[src/core_flags_pkg.sv]
/*
 * constants for the core flags and program counter block.
 * assumes a decoder that issues one operation per strobe cycle.
 */
package core_flags_pkg;

   // ****************************************
   // register map
   // ****************************************
   localparam logic [7:0] ADDR_PROGRAM_STATUS = 8'h86;
   localparam logic [7:0] ADDR_PC_LOW         = 8'hce;
   localparam logic [7:0] ADDR_PC_HIGH        = 8'hcf;
   localparam logic [7:0] ADDR_WORK_REG       = 8'h90;

   // ****************************************
   // status fields
   // ****************************************
   localparam int POS_CAUSE_HI = 7;
   localparam int POS_CAUSE_LO = 6;
   localparam int POS_CARRY    = 2;
   localparam int POS_NIBBLE   = 1;
   localparam int POS_ZERO     = 0;
   localparam logic [1:0] CAUSE_WATCHDOG = 2'h0;
   localparam logic [1:0] CAUSE_RESERVED = 2'h1;
   localparam logic [1:0] CAUSE_LOW_VOLT = 2'h2;
   localparam logic [1:0] CAUSE_PIN      = 2'h3;
   localparam logic [7:0] STATUS_WMASK   = 8'hc7;

   // ****************************************
   // reset values and widths
   // ****************************************
   localparam int PC_W = 11;
   localparam logic [10:0] PC_RESET   = 11'h000;
   localparam logic [7:0]  WORK_RESET = 8'h00;
   localparam logic [10:0] PC_STEP    = 11'h001;
   localparam logic [10:0] PC_SKIP    = 11'h002;

   // ****************************************
   // operation codes
   // ****************************************
   typedef enum logic [3:0] {
      OP_NONE  = 4'h0,
      OP_ADD   = 4'h1,
      OP_ADC   = 4'h2,
      OP_SUB   = 4'h3,
      OP_AND   = 4'h4,
      OP_OR    = 4'h5,
      OP_XOR   = 4'h6,
      OP_RLC   = 4'h7,
      OP_RRC   = 4'h8,
      OP_CMP   = 4'h9,
      OP_INC   = 4'ha,
      OP_DEC   = 4'hb,
      OP_MOV   = 4'hc,
      OP_BTST  = 4'hd
   } alu_op_e;

   typedef enum logic [2:0] {
      FL_JUMP = 3'h0,
      FL_SEQ  = 3'h1,
      FL_LOAD = 3'h2,
      FL_SKIP = 3'h3
   } flow_t_unused_e;

endpackage : core_flags_pkg

[src/core_flags_and_program_counter.sv]
/*
 * working register, status flags and 11-bit program counter of the core.
 * assumes the decoder gives one strobe per executed instruction and that
 * data memory answers the register port in the cycle after a read.
 * reset cause comes from an outside supervisor and survives RESET.
 * a true skip is taken by the counter alone; the skipped word is never fetched.
 */
//
// Operation
// - 8-bit working register moves data between ALU and memory, mapped at 90h.
// - ALU operations update zero, carry and nibble carry flags.
// - interrupt entry touches only the program counter, not work or status.
// - push saves work and status to buffers; pop restores both.
// - status at 86h: cause bits 7:6, carry 2, nibble 1, zero 0.
// - cause code 00 watchdog, 01 reserved, 10 low voltage, 11 pin.
// - carry set on add carry, sub no borrow, rotate out 1, compare >= 0.
// - nibble carry set on low nibble carry or no high nibble borrow.
// - zero flag set when operation result is zero, else cleared.
// - 11-bit counter, 3-bit high, 8-bit low, zero on reset, gives fetch address.
// - counter advances by one per instruction.
// - jump or call loads destination into counter bits 0 to 10.
// - four skip operations (bit test, compare, increment, decrement) advance counter by two when true.
// - bit test skips when tested bit matches expected value.
// - compare skip when work equals operand.
// - increment skip when result wraps from ff to 00.
// - decrement skip when result wraps from 00 to ff.
// - add into low counter byte carries into high byte.
// - borrow from low counter byte leaves high byte unchanged.
`timescale 1ns/1ps
module core_flags_and_program_counter
   import core_flags_pkg::*;
(
   // clock and reset
   input  wire logic        MCLK,
   input  wire logic        RESET,
   // reset cause from supervisor
   input  wire logic [1:0]  RESET_CAUSE,
   input  wire logic        CAUSE_LOAD,
   // instruction strobe from decoder
   input  wire logic        EXEC,
   input  wire logic [3:0]  ALU_OP,
   input  wire logic [7:0]  OPERAND,
   input  wire logic        DEST_WORK,
   input  wire logic        DEST_PC_LOW,
   input  wire logic        SKIP_INSN,
   input  wire logic        BIT_EXPECT,
   input  wire logic [2:0]  BIT_SEL,
   input  wire logic        JUMP,
   input  wire logic [10:0] JUMP_ADDR,
   input  wire logic        INT_ENTRY,
   input  wire logic [10:0] INT_VECTOR,
   input  wire logic        PUSH,
   input  wire logic        POP,
   // register port
   input  wire logic [7:0]  REG_ADDR,
   input  wire logic [7:0]  REG_WDATA,
   input  wire logic        REG_WR,
   input  wire logic        REG_RD,
   output logic      [7:0]  REG_RDATA,
   // results
   output logic      [10:0] FETCH_ADDR,
   output logic      [7:0]  WORK,
   output logic      [7:0]  STATUS,
   output logic      [7:0]  MEM_WDATA,
   output logic             MEM_WE
);

   // ****************************************
   // state
   // ****************************************
   logic [7:0]  work_ff;
   logic [1:0]  cause_ff;
   logic        carry_ff;
   logic        nibble_ff;
   logic        zero_ff;
   logic [2:0]  pch_ff;
   logic [7:0]  pcl_ff;
   logic [7:0]  save_work_ff;
   logic [7:0]  save_status_ff;
   logic        skip_pend_ff;
   logic [7:0]  rdata_ff;
   logic [7:0]  memw_ff;
   logic        memwe_ff;

   // ****************************************
   // alu
   // ****************************************
   logic [8:0]  res9;
   logic [4:0]  nib5;
   logic [7:0]  res;
   logic        nxt_carry;
   logic        nxt_nibble;
   logic        cond_true;
   logic        flags_on;
   logic        live;
   logic [7:0]  status_word;
   logic [10:0] pc_now;

   // skipped slot is discarded wholesale, no flag or memory effect
   // interrupt entry owns the cycle: only the counter moves
   assign live = EXEC && !skip_pend_ff && !INT_ENTRY;
   assign pc_now = {pch_ff, pcl_ff};
   assign status_word = {cause_ff, 3'h0, carry_ff, nibble_ff, zero_ff};

   // ****************************************
   // instruction qualifiers
   // ****************************************
   logic        op_is_test;
   logic        op_is_pc_add;
   logic        op_has_result;
   logic        work_we;
   logic        pcl_we;
   logic        mem_we_next;
   logic        status_wr;
   logic        work_wr;
   logic        pcl_wr;
   logic        pch_wr;

   // compare and bit test store no result; compare still updates the flags
   assign op_is_test    = (ALU_OP == OP_CMP) || (ALU_OP == OP_BTST);
   assign op_is_pc_add  = (ALU_OP == OP_ADD) || (ALU_OP == OP_ADC);
   assign op_has_result = !op_is_test && (ALU_OP != OP_NONE);
   // work is written by pop, by this strobe and by a register write to 90h
   assign work_we       = live && DEST_WORK && !op_is_test;
   // any stored result aimed at the low byte is a computed jump
   assign pcl_we        = live && DEST_PC_LOW && !op_is_test;
   // a result bound for neither work nor counter lands in data memory
   assign mem_we_next   = live && op_has_result && !DEST_WORK && !DEST_PC_LOW && !JUMP && !PUSH && !POP;
   // software writes lose to an executing instruction on the same target
   assign status_wr     = REG_WR && (REG_ADDR == ADDR_PROGRAM_STATUS);
   assign work_wr       = REG_WR && (REG_ADDR == ADDR_WORK_REG);
   assign pcl_wr        = REG_WR && (REG_ADDR == ADDR_PC_LOW);
   assign pch_wr        = REG_WR && (REG_ADDR == ADDR_PC_HIGH);

   // ****************************************
   // bit tap for the bit test skips
   // ****************************************
   logic [7:0]  bit_hit;
   logic        bit_match;

   // one comparator per operand bit instead of a variable index
   for (genvar b = 0; b < 8; b++) begin : g_bit_tap
      assign bit_hit[b] = (BIT_SEL == 3'(b)) && (OPERAND[b] == BIT_EXPECT);
   end
   assign bit_match = |bit_hit;

   // ****************************************
   // register read select
   // ****************************************
   logic [7:0]  rd_sel;

   // unmapped addresses read as zero
   always_comb begin
      rd_sel = 8'h00;
      case (REG_ADDR)
         ADDR_PROGRAM_STATUS: rd_sel = status_word;
         ADDR_PC_LOW:         rd_sel = pcl_ff;
         ADDR_PC_HIGH:        rd_sel = {5'h00, pch_ff};
         ADDR_WORK_REG:       rd_sel = work_ff;
         default:             rd_sel = 8'h00;
      endcase
   end

   always_comb begin
      res9       = 9'h000;
      nib5       = 5'h00;
      nxt_carry  = carry_ff;
      nxt_nibble = nibble_ff;
      flags_on   = 1'b1;
      cond_true  = 1'b0;
      case (ALU_OP)
         OP_ADD: begin
            res9 = {1'b0, work_ff} + {1'b0, OPERAND};
            nib5 = {1'b0, work_ff[3:0]} + {1'b0, OPERAND[3:0]};
            nxt_carry  = res9[8];
            nxt_nibble = nib5[4];
         end
         OP_ADC: begin
            res9 = {1'b0, work_ff} + {1'b0, OPERAND} + {8'h00, carry_ff};
            nib5 = {1'b0, work_ff[3:0]} + {1'b0, OPERAND[3:0]} + {4'h0, carry_ff};
            nxt_carry  = res9[8];
            nxt_nibble = nib5[4];
         end
         OP_SUB, OP_CMP: begin
            // operand minus work; no borrow sets carry
            res9 = {1'b0, OPERAND} - {1'b0, work_ff};
            nib5 = {1'b0, OPERAND[3:0]} - {1'b0, work_ff[3:0]};
            nxt_carry  = ~res9[8];
            nxt_nibble = ~nib5[4];
            cond_true  = (ALU_OP == OP_CMP) && (OPERAND == work_ff);
         end
         OP_AND: res9 = {1'b0, work_ff & OPERAND};
         OP_OR:  res9 = {1'b0, work_ff | OPERAND};
         OP_XOR: res9 = {1'b0, work_ff ^ OPERAND};
         // rotates keep the nibble carry
         OP_RLC: begin
            res9 = {1'b0, OPERAND[6:0], carry_ff};
            nxt_carry = OPERAND[7];
         end
         OP_RRC: begin
            res9 = {1'b0, carry_ff, OPERAND[7:1]};
            nxt_carry = OPERAND[0];
         end
         OP_INC: begin
            res9 = {1'b0, OPERAND} + 9'h001;
            cond_true = (OPERAND == 8'hff);
         end
         OP_DEC: begin
            res9 = {1'b0, OPERAND} - 9'h001;
            cond_true = (OPERAND == 8'h00);
         end
         OP_MOV: begin
            res9 = {1'b0, OPERAND};
            flags_on = 1'b0;
         end
         OP_BTST: begin
            res9 = 9'h000;
            flags_on = 1'b0;
            cond_true = bit_match;
         end
         default: flags_on = 1'b0;
      endcase
   end
   assign res = res9[7:0];

   // ****************************************
   // flag and counter arithmetic
   // ****************************************
   logic        nxt_zero;
   logic [10:0] pc_plus_one;
   logic [10:0] pc_plus_two;
   logic [2:0]  pch_carried;

   // zero looks at the 8-bit result only; the carry out has its own flag
   assign nxt_zero    = (res == 8'h00);
   assign pc_plus_one = pc_now + PC_STEP;
   assign pc_plus_two = pc_now + PC_SKIP;
   // only an upward carry out of the low byte reaches the high byte
   assign pch_carried = pch_ff + {2'h0, res9[8]};

   // ****************************************
   // working register and save buffers
   // ****************************************
   always_ff @(posedge MCLK) begin
      if (RESET) begin
         work_ff <= WORK_RESET;
      end else if (live && POP) begin
         work_ff <= save_work_ff;
      end else if (work_we) begin
         work_ff <= res;
      end else if (work_wr) begin
         work_ff <= REG_WDATA;
      end
   end

   // interrupt entry never writes these buffers
   // one level only: a second push overwrites the first
   always_ff @(posedge MCLK) begin
      if (RESET) begin
         save_work_ff   <= WORK_RESET;
         save_status_ff <= 8'h00;
      end else if (live && PUSH) begin
         save_work_ff   <= work_ff;
         save_status_ff <= status_word;
      end
   end

   // ****************************************
   // status flags
   // ****************************************
   always_ff @(posedge MCLK) begin
      if (RESET) begin
         carry_ff  <= 1'b0;
         nibble_ff <= 1'b0;
         zero_ff   <= 1'b0;
      end else if (live && POP) begin
         carry_ff  <= save_status_ff[POS_CARRY];
         nibble_ff <= save_status_ff[POS_NIBBLE];
         zero_ff   <= save_status_ff[POS_ZERO];
      end else if (live && flags_on) begin
         carry_ff  <= nxt_carry;
         nibble_ff <= nxt_nibble;
         zero_ff   <= nxt_zero;
      end else if (status_wr) begin
         // software lands only when no instruction owns the flags
         carry_ff  <= REG_WDATA[POS_CARRY];
         nibble_ff <= REG_WDATA[POS_NIBBLE];
         zero_ff   <= REG_WDATA[POS_ZERO];
      end
   end

   // cause survives its own reset, so it is loaded by the supervisor strobe
   always_ff @(posedge MCLK) begin
      if (CAUSE_LOAD) begin
         cause_ff <= RESET_CAUSE;
      end else if (RESET) begin
         cause_ff <= cause_ff;
      end else if (live && POP) begin
         cause_ff <= save_status_ff[POS_CAUSE_HI:POS_CAUSE_LO];
      end else if (status_wr) begin
         cause_ff <= REG_WDATA[POS_CAUSE_HI:POS_CAUSE_LO];
      end
   end

   // ****************************************
   // program counter
   // ****************************************
   always_ff @(posedge MCLK) begin
      if (RESET) begin
         {pch_ff, pcl_ff} <= PC_RESET;
         skip_pend_ff     <= 1'b0;
      end else if (INT_ENTRY) begin
         {pch_ff, pcl_ff} <= INT_VECTOR;
         skip_pend_ff     <= 1'b0;
      end else if (EXEC) begin
         skip_pend_ff <= 1'b0;
         if (!live) begin
            {pch_ff, pcl_ff} <= pc_plus_one;
         end else if (JUMP) begin
            {pch_ff, pcl_ff} <= JUMP_ADDR;
         end else if (pcl_we && op_is_pc_add) begin
            pcl_ff <= res;
            pch_ff <= pch_carried;
         end else if (pcl_we) begin
            // a borrow out of the low byte is dropped on purpose
            pcl_ff <= res;
         end else if (SKIP_INSN && cond_true) begin
            {pch_ff, pcl_ff} <= pc_plus_two;
         end else begin
            {pch_ff, pcl_ff} <= pc_plus_one;
         end
      end else if (pcl_wr) begin
         pcl_ff <= REG_WDATA;
      end else if (pch_wr) begin
         pch_ff <= REG_WDATA[2:0];
      end
   end

   // ****************************************
   // memory write of results bound for neither work nor counter
   // ****************************************
   always_ff @(posedge MCLK) begin
      if (RESET) begin
         memw_ff  <= 8'h00;
         memwe_ff <= 1'b0;
      end else begin
         memw_ff  <= res;
         memwe_ff <= mem_we_next;
      end
   end

   // ****************************************
   // register read port
   // ****************************************
   always_ff @(posedge MCLK) begin
      if (RESET) begin
         rdata_ff <= 8'h00;
      end else if (REG_RD) begin
         rdata_ff <= rd_sel;
      end else begin
         rdata_ff <= 8'h00;
      end
   end

   // ****************************************
   // outputs, all straight from flip-flops
   // ****************************************
   assign REG_RDATA  = rdata_ff;
   assign FETCH_ADDR = pc_now;
   assign WORK       = work_ff;
   assign STATUS     = status_word;
   assign MEM_WDATA  = memw_ff;
   assign MEM_WE     = memwe_ff;

endmodule : core_flags_and_program_counter

[config.mk]
export PLATFORM = sky130hd
export DESIGN_NAME = core_flags_and_program_counter
export DESIGN_NICKNAME = d
export VERILOG_FILES = /design/src/core_flags_pkg.sv /design/src/core_flags_and_program_counter.sv
export SDC_FILE = /design/constraint.sdc
export NUM_CORES = 1
export LEC_CHECK = 0
export BUFFER_PORTS_ARGS = -buffer_cell sky130_fd_sc_hd__buf_2
export CAP_MARGIN = 10
export CORE_ASPECT_RATIO = 1.25
export CORE_MARGIN = 2
export CORE_UTILIZATION = 50
export DETAILED_ROUTE_END_ITERATION = 8
export PLACE_DENSITY_LB_ADDON = 0.08
export RECOVER_POWER = 50
export SLEW_MARGIN = 10
export SYNTH_ARGS = -nofsm -noshare
export SYNTH_HDL_FRONTEND = slang
export SYNTH_SLANG_ARGS = --single-unit
[constraint.sdc]
create_clock -name MCLK -period 3.5 [get_ports MCLK]
set_input_delay 0.525 -clock MCLK [delete_from_list [all_inputs] [get_ports MCLK]]
set_output_delay 0.525 -clock MCLK [all_outputs]
set_load 0.03 [all_outputs]
# Yosys cells after proc, flatten, opt, wreduce, memory -nomap -nowiden
# Cells that the tools add are included.
# totals
regBits,54
in_bits,69
output_inout_bits,44
word_cells,163
# op_classes
add_sub_neg,11
eq_ne,39
muxes,39
bitwise,6
reduce_logical,56
# op_table
operator,n
case mux 9 bit (11 select lines),1
two-way mux 8 bit,11
== test 8 bit (second input constant),5
case mux 8 bit (4 select lines),1
logical AND 1 bit,30
two-way mux 3 bit,9
== test 4 bit (second input constant),6
== test 4 x 3 -> 1 bit (second input constant),4
logical NOT 8 bit,2
nonzero test 3 bit,5
== test 3 bit (second input constant),4
adder 11 x 1 -> 11 bit (second input constant),1
adder 11 x 2 -> 11 bit (second input constant),1
OR reduction 11 bit,1
two-way mux 1 bit,10
adder 8 x 1 -> 9 bit (second input constant),1
adder 8 x 8 -> 9 bit,1
adder 9 x 1 -> 9 bit,1
subtractor 8 x 1 -> 9 bit (second input constant),1
subtractor 8 x 8 -> 9 bit,1
AND 8 bit,1
== test 1 bit,8
== test 4 x 2 -> 1 bit (second input constant),2
== test 8 bit,1
other kinds (27),43

# Longest topological paths before layout
# Gate-level depths: netlist (run 1).
# depth
word_depth,12
mapped_depth,19
mapped_depth_nobuf,18

# Worst setup path before layout (run 1)
# Ideal clock, no wire load.
# synth_timing
path_kind,reg2reg
start,"register work_ff[1], in the netlist WORK[1]"
end,register pch_ff[1]
setup_ns,0.092
t_arrival_ns,3.730
required_ns,3.408
path_slack_ns,-0.322
path_stages_with_launch,17
n_path_buf,0
period_less_slack_ns,3.822
path_cell_list,dfxtp_1 > inv_1 > ha_1 > a211oi_1 > nor2_1 > nor4b_2 > nor3b_1 > nand4_1 > xnor2_1 > a221oi_1 > o21ai_0 > ha_1 > ha_1 > nor2_1 > a21oi_1 > nor3_1 > nor4_1
# synth_via
elab_chain_len,11
word_cells_on_any_way,16
cone_classes,4 x add/sub; 1 x eq/ne; 9 x mux; 2 x reduce/logical
# synth_lines
element,line_no,rtl
from (decl),core_flags_and_program_counter.sv:71,logic [7:0] work_ff;
from (signal assigned),core_flags_and_program_counter.sv:248,work_ff <= save_work_ff;
from (signal assigned),core_flags_and_program_counter.sv:250,work_ff <= res;
"parallel branches: the longest is 6 deep, another holds adder 8 x 8 -> 9 bit",n/a,
two-way mux 3 bit (*),core_flags_and_program_counter.sv:321,end else if (pcl_we && op_is_pc_add) begin
two-way mux 3 bit (*),core_flags_and_program_counter.sv:319,end else if (JUMP) begin
two-way mux 3 bit (*),core_flags_and_program_counter.sv:317,if (!live) begin
two-way mux 3 bit (*),core_flags_and_program_counter.sv:315,end else if (EXEC) begin
two-way mux 3 bit (*),core_flags_and_program_counter.sv:312,end else if (INT_ENTRY) begin
to (signal assigned),core_flags_and_program_counter.sv:318,"{pch_ff, pcl_ff} <= pc_plus_one;"
to (signal assigned),core_flags_and_program_counter.sv:323,pch_ff <= pch_carried;
to (signal assigned),core_flags_and_program_counter.sv:328,"{pch_ff, pcl_ff} <= pc_plus_two;"
to (decl),core_flags_and_program_counter.sv:76,logic [2:0] pch_ff;
# Every way passes the cells marked *. The select of a mux whose other input is x is not followed.
# A chain may end at the register's enable or synchronous reset.

# Final worst setup path (run 1)
# layout_timing
start,"register work_ff[0], in the netlist WORK[0]"
end,register pch_ff[1]
# The elaborated chain is that of the path after synthesis.

==> results of run 1 <==
worst max-delay path, stage by stage, from the launching register on:
cell and delay (ns):
dfxtp_4 0.38, ha_4 0.15, inv_4 0.04, fa_2 0.37, buf_4 0.16, xor2_2 0.19
nor4b_4 0.26, nor3b_2 0.19, nand4_1 0.21, xnor2_2 0.21, a221oi_2 0.25, buf_4 0.16
o21ai_4 0.07, ha_4 0.17, ha_4 0.20, nor2_2 0.12, a21oi_2 0.06, nor3_1 0.18
nor4_1 0.06
cells by family (layout without fill, tap and decap cells):
| family | count (synthesis) | after routing | share of synthesized area, % |
|---|---|---|---|
| and+or+nand+nor | 271 | 271 | 24.45 |
| AOI/OAI and AO/OA | 241 | 241 | 30.49 |
| buffers and inverters | 81 | 263 | 7.530 |
| DFF | 54 | 54 | 20.14 |
| adders and majority gates | 40 | 40 | 9.567 |
| muxes | 22 | 22 | 4.898 |
| xor gates and xnor gates | 17 | 17 | 2.861 |
| other | 1 | 3 | 0.06860 |
routing by layer:
layer  up-vias  global-route usage [%]
li1       3066                       -
met1      3045                   41.65
met2       442                   64.27
met3       110                   4.435
met4         0                   25.43
met5         -                       0
layout make-up:
type                       instances  area (um^2)  area share (%)
clock inverter                     2        16.27          0.2316
sequential                        54         1107           15.76
timing repair buffer             221         1361           19.38
inverter                          34        130.1           1.853
multi-input combinational        594         4105           58.44
tap                              132        165.2           2.351
clock buffer                       6        138.9           1.977
cells in the mapped netlist, types with 8 or more instances:
master and instances:
a211oi_1 17, a21oi_1 60, a22oi_1 15, a31oi_1 8
clkbuf_1 25, dfxtp_1 52, ha_1 37, inv_1 33
mux2i_1 14, nand2_1 75, nand2b_1 16, nand3_1 11
nand4_1 10, nor2_1 78, nor2b_1 11, nor3_1 17
nor4_1 9, o21ai_0 30, o22ai_1 17, xnor2_1 11
registers in the layout, indices dropped and copies added, names as in the netlist:
| signal | cells |
|---|---|
| MEM_WDATA | 8 |
| save_work_ff | 8 |
| nibble_ff | 1 |
| pch_ff | 3 |
| WORK | 8 |
| save_status_ff | 5 |
| pcl_ff | 8 |
| MEM_WE | 1 |
| carry_ff | 1 |
| zero_ff | 1 |
| REG_RDATA | 8 |
| cause_ff | 2 |
repair_timing:
| action | CTS | global route |
|---|---|---|
| setup buffers | 5 | 3 |
| pin swaps | 12 | 3 |
| gates resized for setup | 21 | 5 |
| setup endpoints to repair | 2 | 3 |
| hold endpoints to repair | 0 | 0 |
metrics by stage:
step | power [W] | area (um^2) | instances | hold slack (ns) | TNS, ns
floorplan | 0.001154 | 5513 | 729 | 0.4357 | 0
global placement | 0.001474 | 6720 | 1027 | 0.4414 | -1.027
detailed placement | 0.001483 | 6720 | 1027 | 0.4510 | -1.296
CTS | 0.002019 | 7028 | 1040 | 0.4619 | 0
global route | 0.002121 | 7024 | 1043 | 0.4732 | -0.2282
finish | 0.002037 | 7024 | 1043 | 0.4622 | -0.04680
worst paths after layout:
kind / end
worst max-delay path: pch_ff[1]
worst min-delay path: save_status_ff[6]
worst max register to register: pch_ff[1]
worst min register to register: save_status_ff[6]
report_power, final:
part           switching [W]  internal [W]  total (W)
clock               0.000240      0.000288   0.000528
sequential         0.0000358      0.000649   0.000685
combinational       0.000490      0.000334   0.000824
==> metrics.cfg, run 1 <==
[outcome]
status=finished with violations
violations=setup timing

[final_layout]
fillerInstances=985
final_cell_mix=buf_4, nor2_1, buf_2, nand2_1, a21oi_1
area_growth_pct=28.50
utilization_pct=66.17
final_common_cell=buf_4
n_antenna_cell=0
drive_gt1_share_pct=27.66
finalNetCount=1019

[clocking]
h-tree-depth=2
cts_made_buffers=5
insertion_delay_ns=0.30
hold_buffers=0
cts_sinks=54
clk_path_buf_depth=2
cts_root_buf=clkbuf_16
path_clk_slew_ns=0.07
tritoncts=yes

[power]
power_density_nw_per_um2=290.0
cellLeakagePower_nw=2.983
ir_drop_v=0.0002841

[hold_path]
hold_depth=2
hp-start=save_status_ff[6]
hp-class=reg2reg

[route]
dr.first_iter.drc_count=446
wl_per_cell_um=21.46
drtAntennaViolNets=0
wl_met2_um=10820
drc=0
via_count=6663
highest_layer=met4
wl_met3_um=1861
wirelength_um=22380
firstDrtPassIters=7
route.layer.met1.wl_um=7948
vias_per_cell=6.388

[place]
gp_congestion=0.9877
io_buffers=109
dp_slack_ns=-0.5043
post-dp-hpwl_um=17610

[floorplanning]
fp.dieH_um=120.9
initial_utilization_pct=51.50
ioPinCount=113
core-area_um2=10620
die_w_um=97.52
rows=42
dieArea_um2=11790

[synthesis]
synth_flop_cell=dfxtp_1
synth_largest_area_cell=dfxtp_1
synth-seq-cells=54
synth.avg_cell_area_um2=7.519
syn_area_um2=5466
synth_cell_types=88
ys_async_sr_fraction_pct=0
netlist.area_leader.share_pct=19.04
ys_top_cells_by_area=dfxtp_1, ha_1, a21oi_1
synth_edf_count=2
yosys_warnings=0
seq_area_frac_synth_pct=20.14
syn_inst=727

[sta]
min_period_over_period_pct=101.3
slew_violations=0
rsz0062_at_grt=yes
worst_slew_pin_slew_ns=1.072
fin_ws_ns=-0.04680
hold_viol_final=0
relSlewSlack_pct=28.12
min_period_ns=3.547
setup_viol=1
max_freq_mhz=281.9
fin_skew_ns=0.008812

[worst_setup_path]
rrSetupSlack_ns=-0.05
r2r_cells=18
crit_path_max_fanout=2
critPathRequiredTime_ns=3.67
startpoint_type=register
critPathLaunch=WORK[0]
critPathArrivalTime_ns=3.71
critPathKind=reg2reg
r2r_start=WORK[0]
cp-end-kind=register

[global_routing]
grt.overflow.total=0
grt_pass1_vias=6455
antenna_found_initial=0
grt_start_max_net_pins=43
grtUsageTotal_pct=36.79
grt_pass1_wl_um=34440

[run]
drv_cap=0

(Power assumes the default switching activity.)
==> inputs of run 2 (changes only) <==
--- a/config.mk
+++ b/config.mk
@@ -7,12 +7,12 @@
 export LEC_CHECK = 0
 export BUFFER_PORTS_ARGS = -buffer_cell sky130_fd_sc_hd__buf_2
 export CAP_MARGIN = 10
-export CORE_ASPECT_RATIO = 1.25
+export CORE_ASPECT_RATIO = 1.1
 export CORE_MARGIN = 2
 export CORE_UTILIZATION = 50
 export DETAILED_ROUTE_END_ITERATION = 8
 export PLACE_DENSITY_LB_ADDON = 0.08
-export RECOVER_POWER = 50
+export RECOVER_POWER = 100
 export SLEW_MARGIN = 10
 export SYNTH_ARGS = -nofsm -noshare
 export SYNTH_HDL_FRONTEND = slang
==> run 2 against run 1 <==
  * Clock skew is 0.0035 ns lower
  * Clock power down 4.5%
  * Flip-flop and latch count unchanged
  * The flow still finishes with violations (setup timing)
  * Register-to-register slack worse by 0.07 ns
==> metrics.cfg, run 2 (synthesis results as in run 1) <==
[floorplanning]
ioPinCount=113  ; unchanged
core-area_um2=10810  ; was 10620 um^2
fp.dieH_um=113.7  ; was 120.9 um
rows=40  ; was 42
initial_utilization_pct=50.57  ; was 51.50%
die_w_um=103.7  ; was 97.52 um
dieArea_um2=11790  ; about the same

[final_layout]
drive_gt1_share_pct=25.94  ; was 27.66%
finalNonFillerCells=1053  ; was 1043
final_common_cell=buf_4  ; unchanged
n_antenna_cell=0  ; unchanged
finalNetCount=1014  ; was 1019
area_growth_pct=27.24  ; was 28.50%
final_cell_mix=buf_4, nor2_1, nand2_1, buf_2, a21oi_1  ; was buf_4, nor2_1, buf_2, nand2_1, a21oi_1
fillerInstances=1019  ; was 985

[route]
wl_per_cell_um=21.08  ; was 21.46 um
dr.first_iter.drc_count=455  ; was 446
drtAntennaViolNets=0  ; unchanged
vias_per_cell=6.300  ; was 6.388
firstDrtPassIters=5  ; was 7
via_count=6634  ; was 6663
drc=0  ; unchanged
wirelength_um=22190  ; was 22380 um

[global_routing]
antenna_found_initial=0  ; unchanged
grt.met3_usage_pct=3.543  ; was 4.435%
grt.overflow.total=0  ; unchanged
met2_usage_pct=64.50  ; was 64.27%
grtUsageTotal_pct=36.66  ; was 36.79%
grtUsageMet1_pct=42.36  ; was 41.65%
grt_start_max_net_pins=43  ; unchanged
grt_pass1_wl_um=34270  ; was 34440 um
grt_most_used_layer=met2  ; unchanged
grt_pass1_vias=6479  ; was 6455

[worst_setup_path]
crit_top_cell=ha_4  ; unchanged
crit_path_max_fanout=3  ; was 2
slowest_stage=fa_2  ; was dfxtp_4
cp-end-kind=register  ; unchanged
critPathKind=reg2reg  ; unchanged
cp_slowest_stage_delay_ns=0.42  ; was 0.38 ns
crit_chain=ha_4 -> inv_4 -> fa_2 -> nand2b_4 -> a21o_1 -> o31ai_2 -> a2bb2oi_2 -> nand4_1 -> xnor2_2 -> a221oi_2 -> o21ai_2 -> ha_2 -> ha_4 -> nor2_2 -> a21oi_2 -> nor3_1 -> nor4_1  ; was ha_4 -> inv_4 -> fa_2 -> buf_4 -> xor2_2 -> nor4b_4 -> nor3b_2 -> nand4_1 -> xnor2_2 -> a221oi_2 -> buf_4 -> o21ai_4 -> ha_4 -> ha_4 -> nor2_2 -> a21oi_2 -> nor3_1 -> nor4_1
critPathArrivalTime_ns=3.78  ; was 3.71 ns
startpoint_type=register  ; unchanged
critPathRequiredTime_ns=3.67  ; about the same

[sta]
rsz0062_at_grt=yes  ; unchanged
worst_slew_pin_slew_ns=1.360  ; was 1.072 ns
hold_ws_ns=0.4600  ; was 0.4622 ns
setup_viol=2  ; was 1
slew_violations=0  ; unchanged
relSlewSlack_pct=8.182  ; was 28.12%
hold_viol_final=0  ; unchanged
min_period_ns=3.615  ; was 3.547 ns
fin_ws_ns=-0.1153  ; was -0.04680 ns
max_freq_mhz=276.6  ; was 281.9 MHz
fin_skew_ns=0.005306  ; was 0.008812 ns
min_period_over_period_pct=103.3  ; was 101.3%

[clocking]
insertion_delay_ns=0.30  ; about the same
cts_sinks=54  ; unchanged
clk_path_buf_depth=2  ; unchanged
tritoncts=yes  ; unchanged
h-tree-depth=2  ; unchanged
hold_buffers=0  ; unchanged
cts_made_buffers=5  ; unchanged
cts_root_buf=clkbuf_16  ; unchanged
path_clk_slew_ns=0.07  ; about the same

[power]
power_switching_w=0.0007704  ; was 0.0007662 W
combPwrFrac_pct=40.9  ; was 40.5%
ir_drop_v=0.0002184  ; was 0.0002841 V
seq_power_share_pct=34.1  ; was 33.6%
p_clk_share_pct=25.0  ; was 25.9%
netSwitchingFraction_pct=38.20  ; was 37.61%
cellLeakagePower_nw=2.903  ; was 2.983 nW
power_density_nw_per_um2=289.9  ; was 290.0 nW/um^2
p_int_w=0.001246  ; was 0.001271 W

[place]
gp_congestion=0.9820  ; was 0.9877
io_buffers=109  ; unchanged
dp_cells=1037  ; was 1027
post-dp-hpwl_um=17370  ; was 17610 um

[outcome]
status=finished with violations  ; unchanged
violations=setup timing  ; unchanged

[run]
drv_cap=0  ; unchanged

[hold_path]
hp-class=reg2reg  ; unchanged

## run 2: routing by layer
layer	part of all wire (%)	routed length (um)	vias to the layer above
li1	-	-	3061
met1	39	8552	3096
met2	48	10660	374
met3	6.1	1346	103
met4	7.3	1630	0
met5	0	0	-
## run 2: stage by stage
step | instance area (um^2) | power, W | setup slack, ns | util (%) | setup TNS [ns]
2_1_floorplan | 5513 | 0.001154 | 0.004000 | - | 0
3_3_place_gp | 6701 | 0.001477 | -0.4589 | 61.99 | -0.9313
3_5_place_dp | 6701 | 0.001486 | -0.4510 | 61.99 | -1.183
4_1_cts | 6893 | 0.001993 | 0.01147 | 63.76 | 0
5_1_grt | 6955 | 0.002096 | -0.2360 | 64.34 | -0.5395
6_report | 6955 | 0.002016 | -0.1153 | 64.34 | -0.1561
## run 2: final timing paths
check,to,depth (start not counted),from,slack (ns)
setup reg to reg,pch_ff[1],17,WORK[0],-0.12
hold reg to reg,save_work_ff[0],2,save_work_ff[0],0.46
hold / removal,save_work_ff[0],2,save_work_ff[0],0.46
setup / recovery,pch_ff[1],17,WORK[0],-0.12
## run 2: timing repair
item | CTS | global route
setup buffers | 2 | 6
gates resized for setup | 7 | 17
pin swaps | 6 | 13
gates cloned | 0 | 0
endpoints found under the setup margin | 3 | 4
## run 2: worst max-delay path: cells and delay by family, from the launching register on
family          cells  cell delay [ns]
fa+ha+maj           4             1.04
xor+xnor            1             0.21
buf+inv             1             0.04
compound gates      6             1.08
simple gates        5             0.73
flops               1             0.38
## run 2: final cells by class
class                   count  area [um^2]  share of cell area (%)
clock buffers               6        128.9                   1.853
repair buffers            216         1297                   18.65
well taps                 147        183.9                   2.644
multi-input cells         594         4088                   58.77
clock inverters             2        15.01                  0.2159
flip-flops and latches     54         1112                   15.99
inverters                  34        130.1                   1.871
## run 2: power by group through the flow
stage / clock network, W / registers (W) / logic (W)
final: 0.000504 / 0.000687 / 0.000825
after global routing: 0.000527 / 0.000690 / 0.000879
after CTS: 0.000508 / 0.000685 / 0.000800
after detailed placement: 0 / 0.000700 / 0.000786
after global placement: 0 / 0.000698 / 0.000779
after floorplan: 0 / 0.000741 / 0.000413
==> inputs of run 3 (changes only) <==
--- a/config.mk
+++ b/config.mk
@@ -5,6 +5,7 @@
 export SDC_FILE = /design/constraint.sdc
 export NUM_CORES = 1
 export LEC_CHECK = 0
+export ABC_CLOCK_PERIOD_IN_PS = 3500
 export BUFFER_PORTS_ARGS = -buffer_cell sky130_fd_sc_hd__buf_2
 export CAP_MARGIN = 10
 export CORE_ASPECT_RATIO = 1.1
==> constraint.sdc (replaced) <==
create_clock -name MCLK -period 3.5 [get_ports MCLK]
set_input_delay 0.175 -clock MCLK [delete_from_list [all_inputs] [get_ports MCLK]]
set_output_delay 0.175 -clock MCLK [all_outputs]
set_load 0.03 [all_outputs]
==> run 3 against run 2 <==
  * Via count shrank 2.6%
  * Wire length shrank 4.0%
  * Fmax grew 4.5%
  * First-iteration DRC count grew 27%
  * Sequential share of layout area grew 0.28 points
  * Highest routed layer unchanged
  * The flow now finishes without violations
  * Clock-buffer cell count shrank 1
  * Non-clock buffer count shrank 24
  * Final area shrank 2.1%
  * Critical path type unchanged
==> metrics.cfg, run 3 (synthesis results as in run 1) <==
[outcome]
status=completed  ; was finished with violations

[sta]
slew_violations=0  ; unchanged
max_freq_mhz=289.0  ; was 276.6 MHz
setup_viol=0  ; was 2
rsz0062_at_grt=yes  ; unchanged
hold_viol_final=0  ; unchanged
hold_ws_ns=0.1478  ; was 0.4600 ns
min_period_over_period_pct=98.87  ; was 103.3%
worst_slew_pin_slew_ns=1.013  ; was 1.360 ns
min_period_ns=3.461  ; was 3.615 ns
fin_skew_ns=0.004316  ; was 0.005306 ns
relSlewSlack_pct=32.09  ; was 8.182%

[place]
post-dp-hpwl_um=16510  ; was 17370 um
io_buffers=109  ; unchanged
place_area_um2=6518  ; was 6701 um^2
gp_congestion=1.041  ; was 0.9820

[final_layout]
area_growth_pct=24.63  ; was 27.24%
n_antenna_cell=0  ; unchanged
finalNetCount=990  ; was 1014
drive_gt1_share_pct=25.74  ; was 25.94%
fillerInstances=1042  ; was 1019
final_common_cell=buf_4  ; unchanged
design_area_um2=6813  ; was 6955 um^2
utilization_pct=63.02  ; was 64.34%
final_cell_mix=buf_4, buf_2, nor2_1, nand2_1, a21oi_1  ; was buf_4, nor2_1, nand2_1, buf_2, a21oi_1

[floorplanning]
core-area_um2=10810  ; unchanged
initial_utilization_pct=50.57  ; unchanged
die_w_um=103.7  ; unchanged
rows=40  ; unchanged
fp.dieH_um=113.7  ; unchanged
dieArea_um2=11790  ; unchanged
ioPinCount=113  ; unchanged

[run]
drv_cap=0  ; unchanged

[route]
wl_per_cell_um=20.71  ; was 21.08 um
firstDrtPassIters=5  ; unchanged
vias_per_cell=6.281  ; was 6.300
dr.first_iter.drc_count=578  ; was 455
via_count=6463  ; was 6634
wirelength_um=21310  ; was 22190 um
drtAntennaViolNets=0  ; unchanged
drc=0  ; unchanged

[global_routing]
grt_start_max_net_pins=44  ; was 43
grt_pass1_vias=6102  ; was 6479
antenna_found_initial=0  ; unchanged
grtUsageTotal_pct=35.29  ; was 36.66%
grt_pass1_wl_um=32660  ; was 34270 um
grt.overflow.total=0  ; unchanged

[hold_path]
hp-class=in2reg  ; was reg2reg

[clocking]
cts_sinks=54  ; unchanged
hold_buffers=0  ; unchanged
path_clk_slew_ns=0.08  ; was 0.07 ns
cts_root_buf=clkbuf_16  ; unchanged
tritoncts=yes  ; unchanged
clk_path_buf_depth=2  ; unchanged
h-tree-depth=2  ; unchanged
insertion_delay_ns=0.30  ; about the same
cts_made_buffers=5  ; unchanged

[worst_setup_path]
critPathKind=reg2reg  ; unchanged
crit_path_max_fanout=2  ; was 3
critPathArrivalTime_ns=3.63  ; was 3.78 ns
cp-end-kind=register  ; unchanged
startpoint_type=register  ; unchanged
critPathRequiredTime_ns=3.67  ; about the same

[power]
fin_total_pwr_w=0.002078  ; was 0.002016 W
ir_drop_v=0.0002637  ; was 0.0002184 V
power_density_nw_per_um2=305.0  ; was 289.9 nW/um^2
cellLeakagePower_nw=2.848  ; was 2.903 nW

==> run 3: cell types whose count changed in the layout (fill, tap and decap cells not counted), moves of 3 or more <==
cell      before  now
buf_4        105   83
clkbuf_1      43   30
buf_2         68   79
dfxtp_2        0    3
==> run 3: final cells by class <==
type                            count  area (um^2)  share of cell area, %
Clock inverter                      3        47.55                 0.6979
Timing Repair Buffer              192         1131                  16.60
Sequential cell                    54         1109                  16.27
Inverter                           34        127.6                  1.873
Clock buffer                        5        125.1                  1.837
Multi-Input combinational cell    594         4089                  60.02
Tap cell                          147        183.9                  2.700
==> run 3: worst max-delay path, stage by stage, from the launching register on <==
cell and delay, ns:
dfxtp_4 0.36, ha_4 0.13, inv_2 0.04, fa_2 0.35, buf_4 0.15, xor2_2 0.18
nor4b_4 0.28, nor3b_2 0.20, nand4_1 0.19, xnor2_2 0.20, a221oi_2 0.29, o21ai_2 0.12
ha_2 0.21, ha_4 0.16, a31oi_1 0.18, o41a_1 0.19, o32ai_2 0.09
==> run 3: layer usage <==
| layer | up-vias | GRT usage, % | part of all wire (%) |
|---|---|---|---|
| met5 | - | 0 | 0 |
| met4 | 0 | 23.51 | 6.7 |
| met3 | 87 | 4.229 | 7.5 |
| met2 | 388 | 59.87 | 47 |
| met1 | 2971 | 42.40 | 39 |
| li1 | 3017 | - | - |
==> run 3: what timing repair did <==
action                     in CTS  in global routing
buffers inserted                4                  3
gates resized for setup        19                  7
pin swaps                      10                  9
setup endpoints to repair       3                  4
==> run 3: final timing paths <==
check | slack [ns] | to | startpoint | cells after the start
setup reg to reg | 0.04 | pch_ff[2] | WORK[0] | 16
setup / recovery | 0.04 | pch_ff[2] | WORK[0] | 16
hold / removal | 0.15 | cause_ff[1] | RESET_CAUSE[1] | 3
hold reg to reg | 0.46 | save_status_ff[6] | save_status_ff[6] | 2
==> run 3: power breakdown <==
| part | switching [W] | internal, W | total [W] |
|---|---|---|---|
| Combinational | 0.000481 | 0.000313 | 0.000794 |
| Sequential | 0.0000336 | 0.000649 | 0.000683 |
| Clock | 0.000259 | 0.000343 | 0.000601 |
| Total | 0.000773 | 0.00130 | 0.00208 |
==> run 3: per-stage QoR <==
stage,worst slack [ns],setup TNS (ns),std cells
final,0.03943,0,1029
after global routing,-0.1271,-0.1811,1029
after CTS,0.003335,0,1026
after detailed placement,-0.2549,-0.4821,1014
after global placement,-0.2244,-0.3204,1014
after floorplan,0.01386,0,729
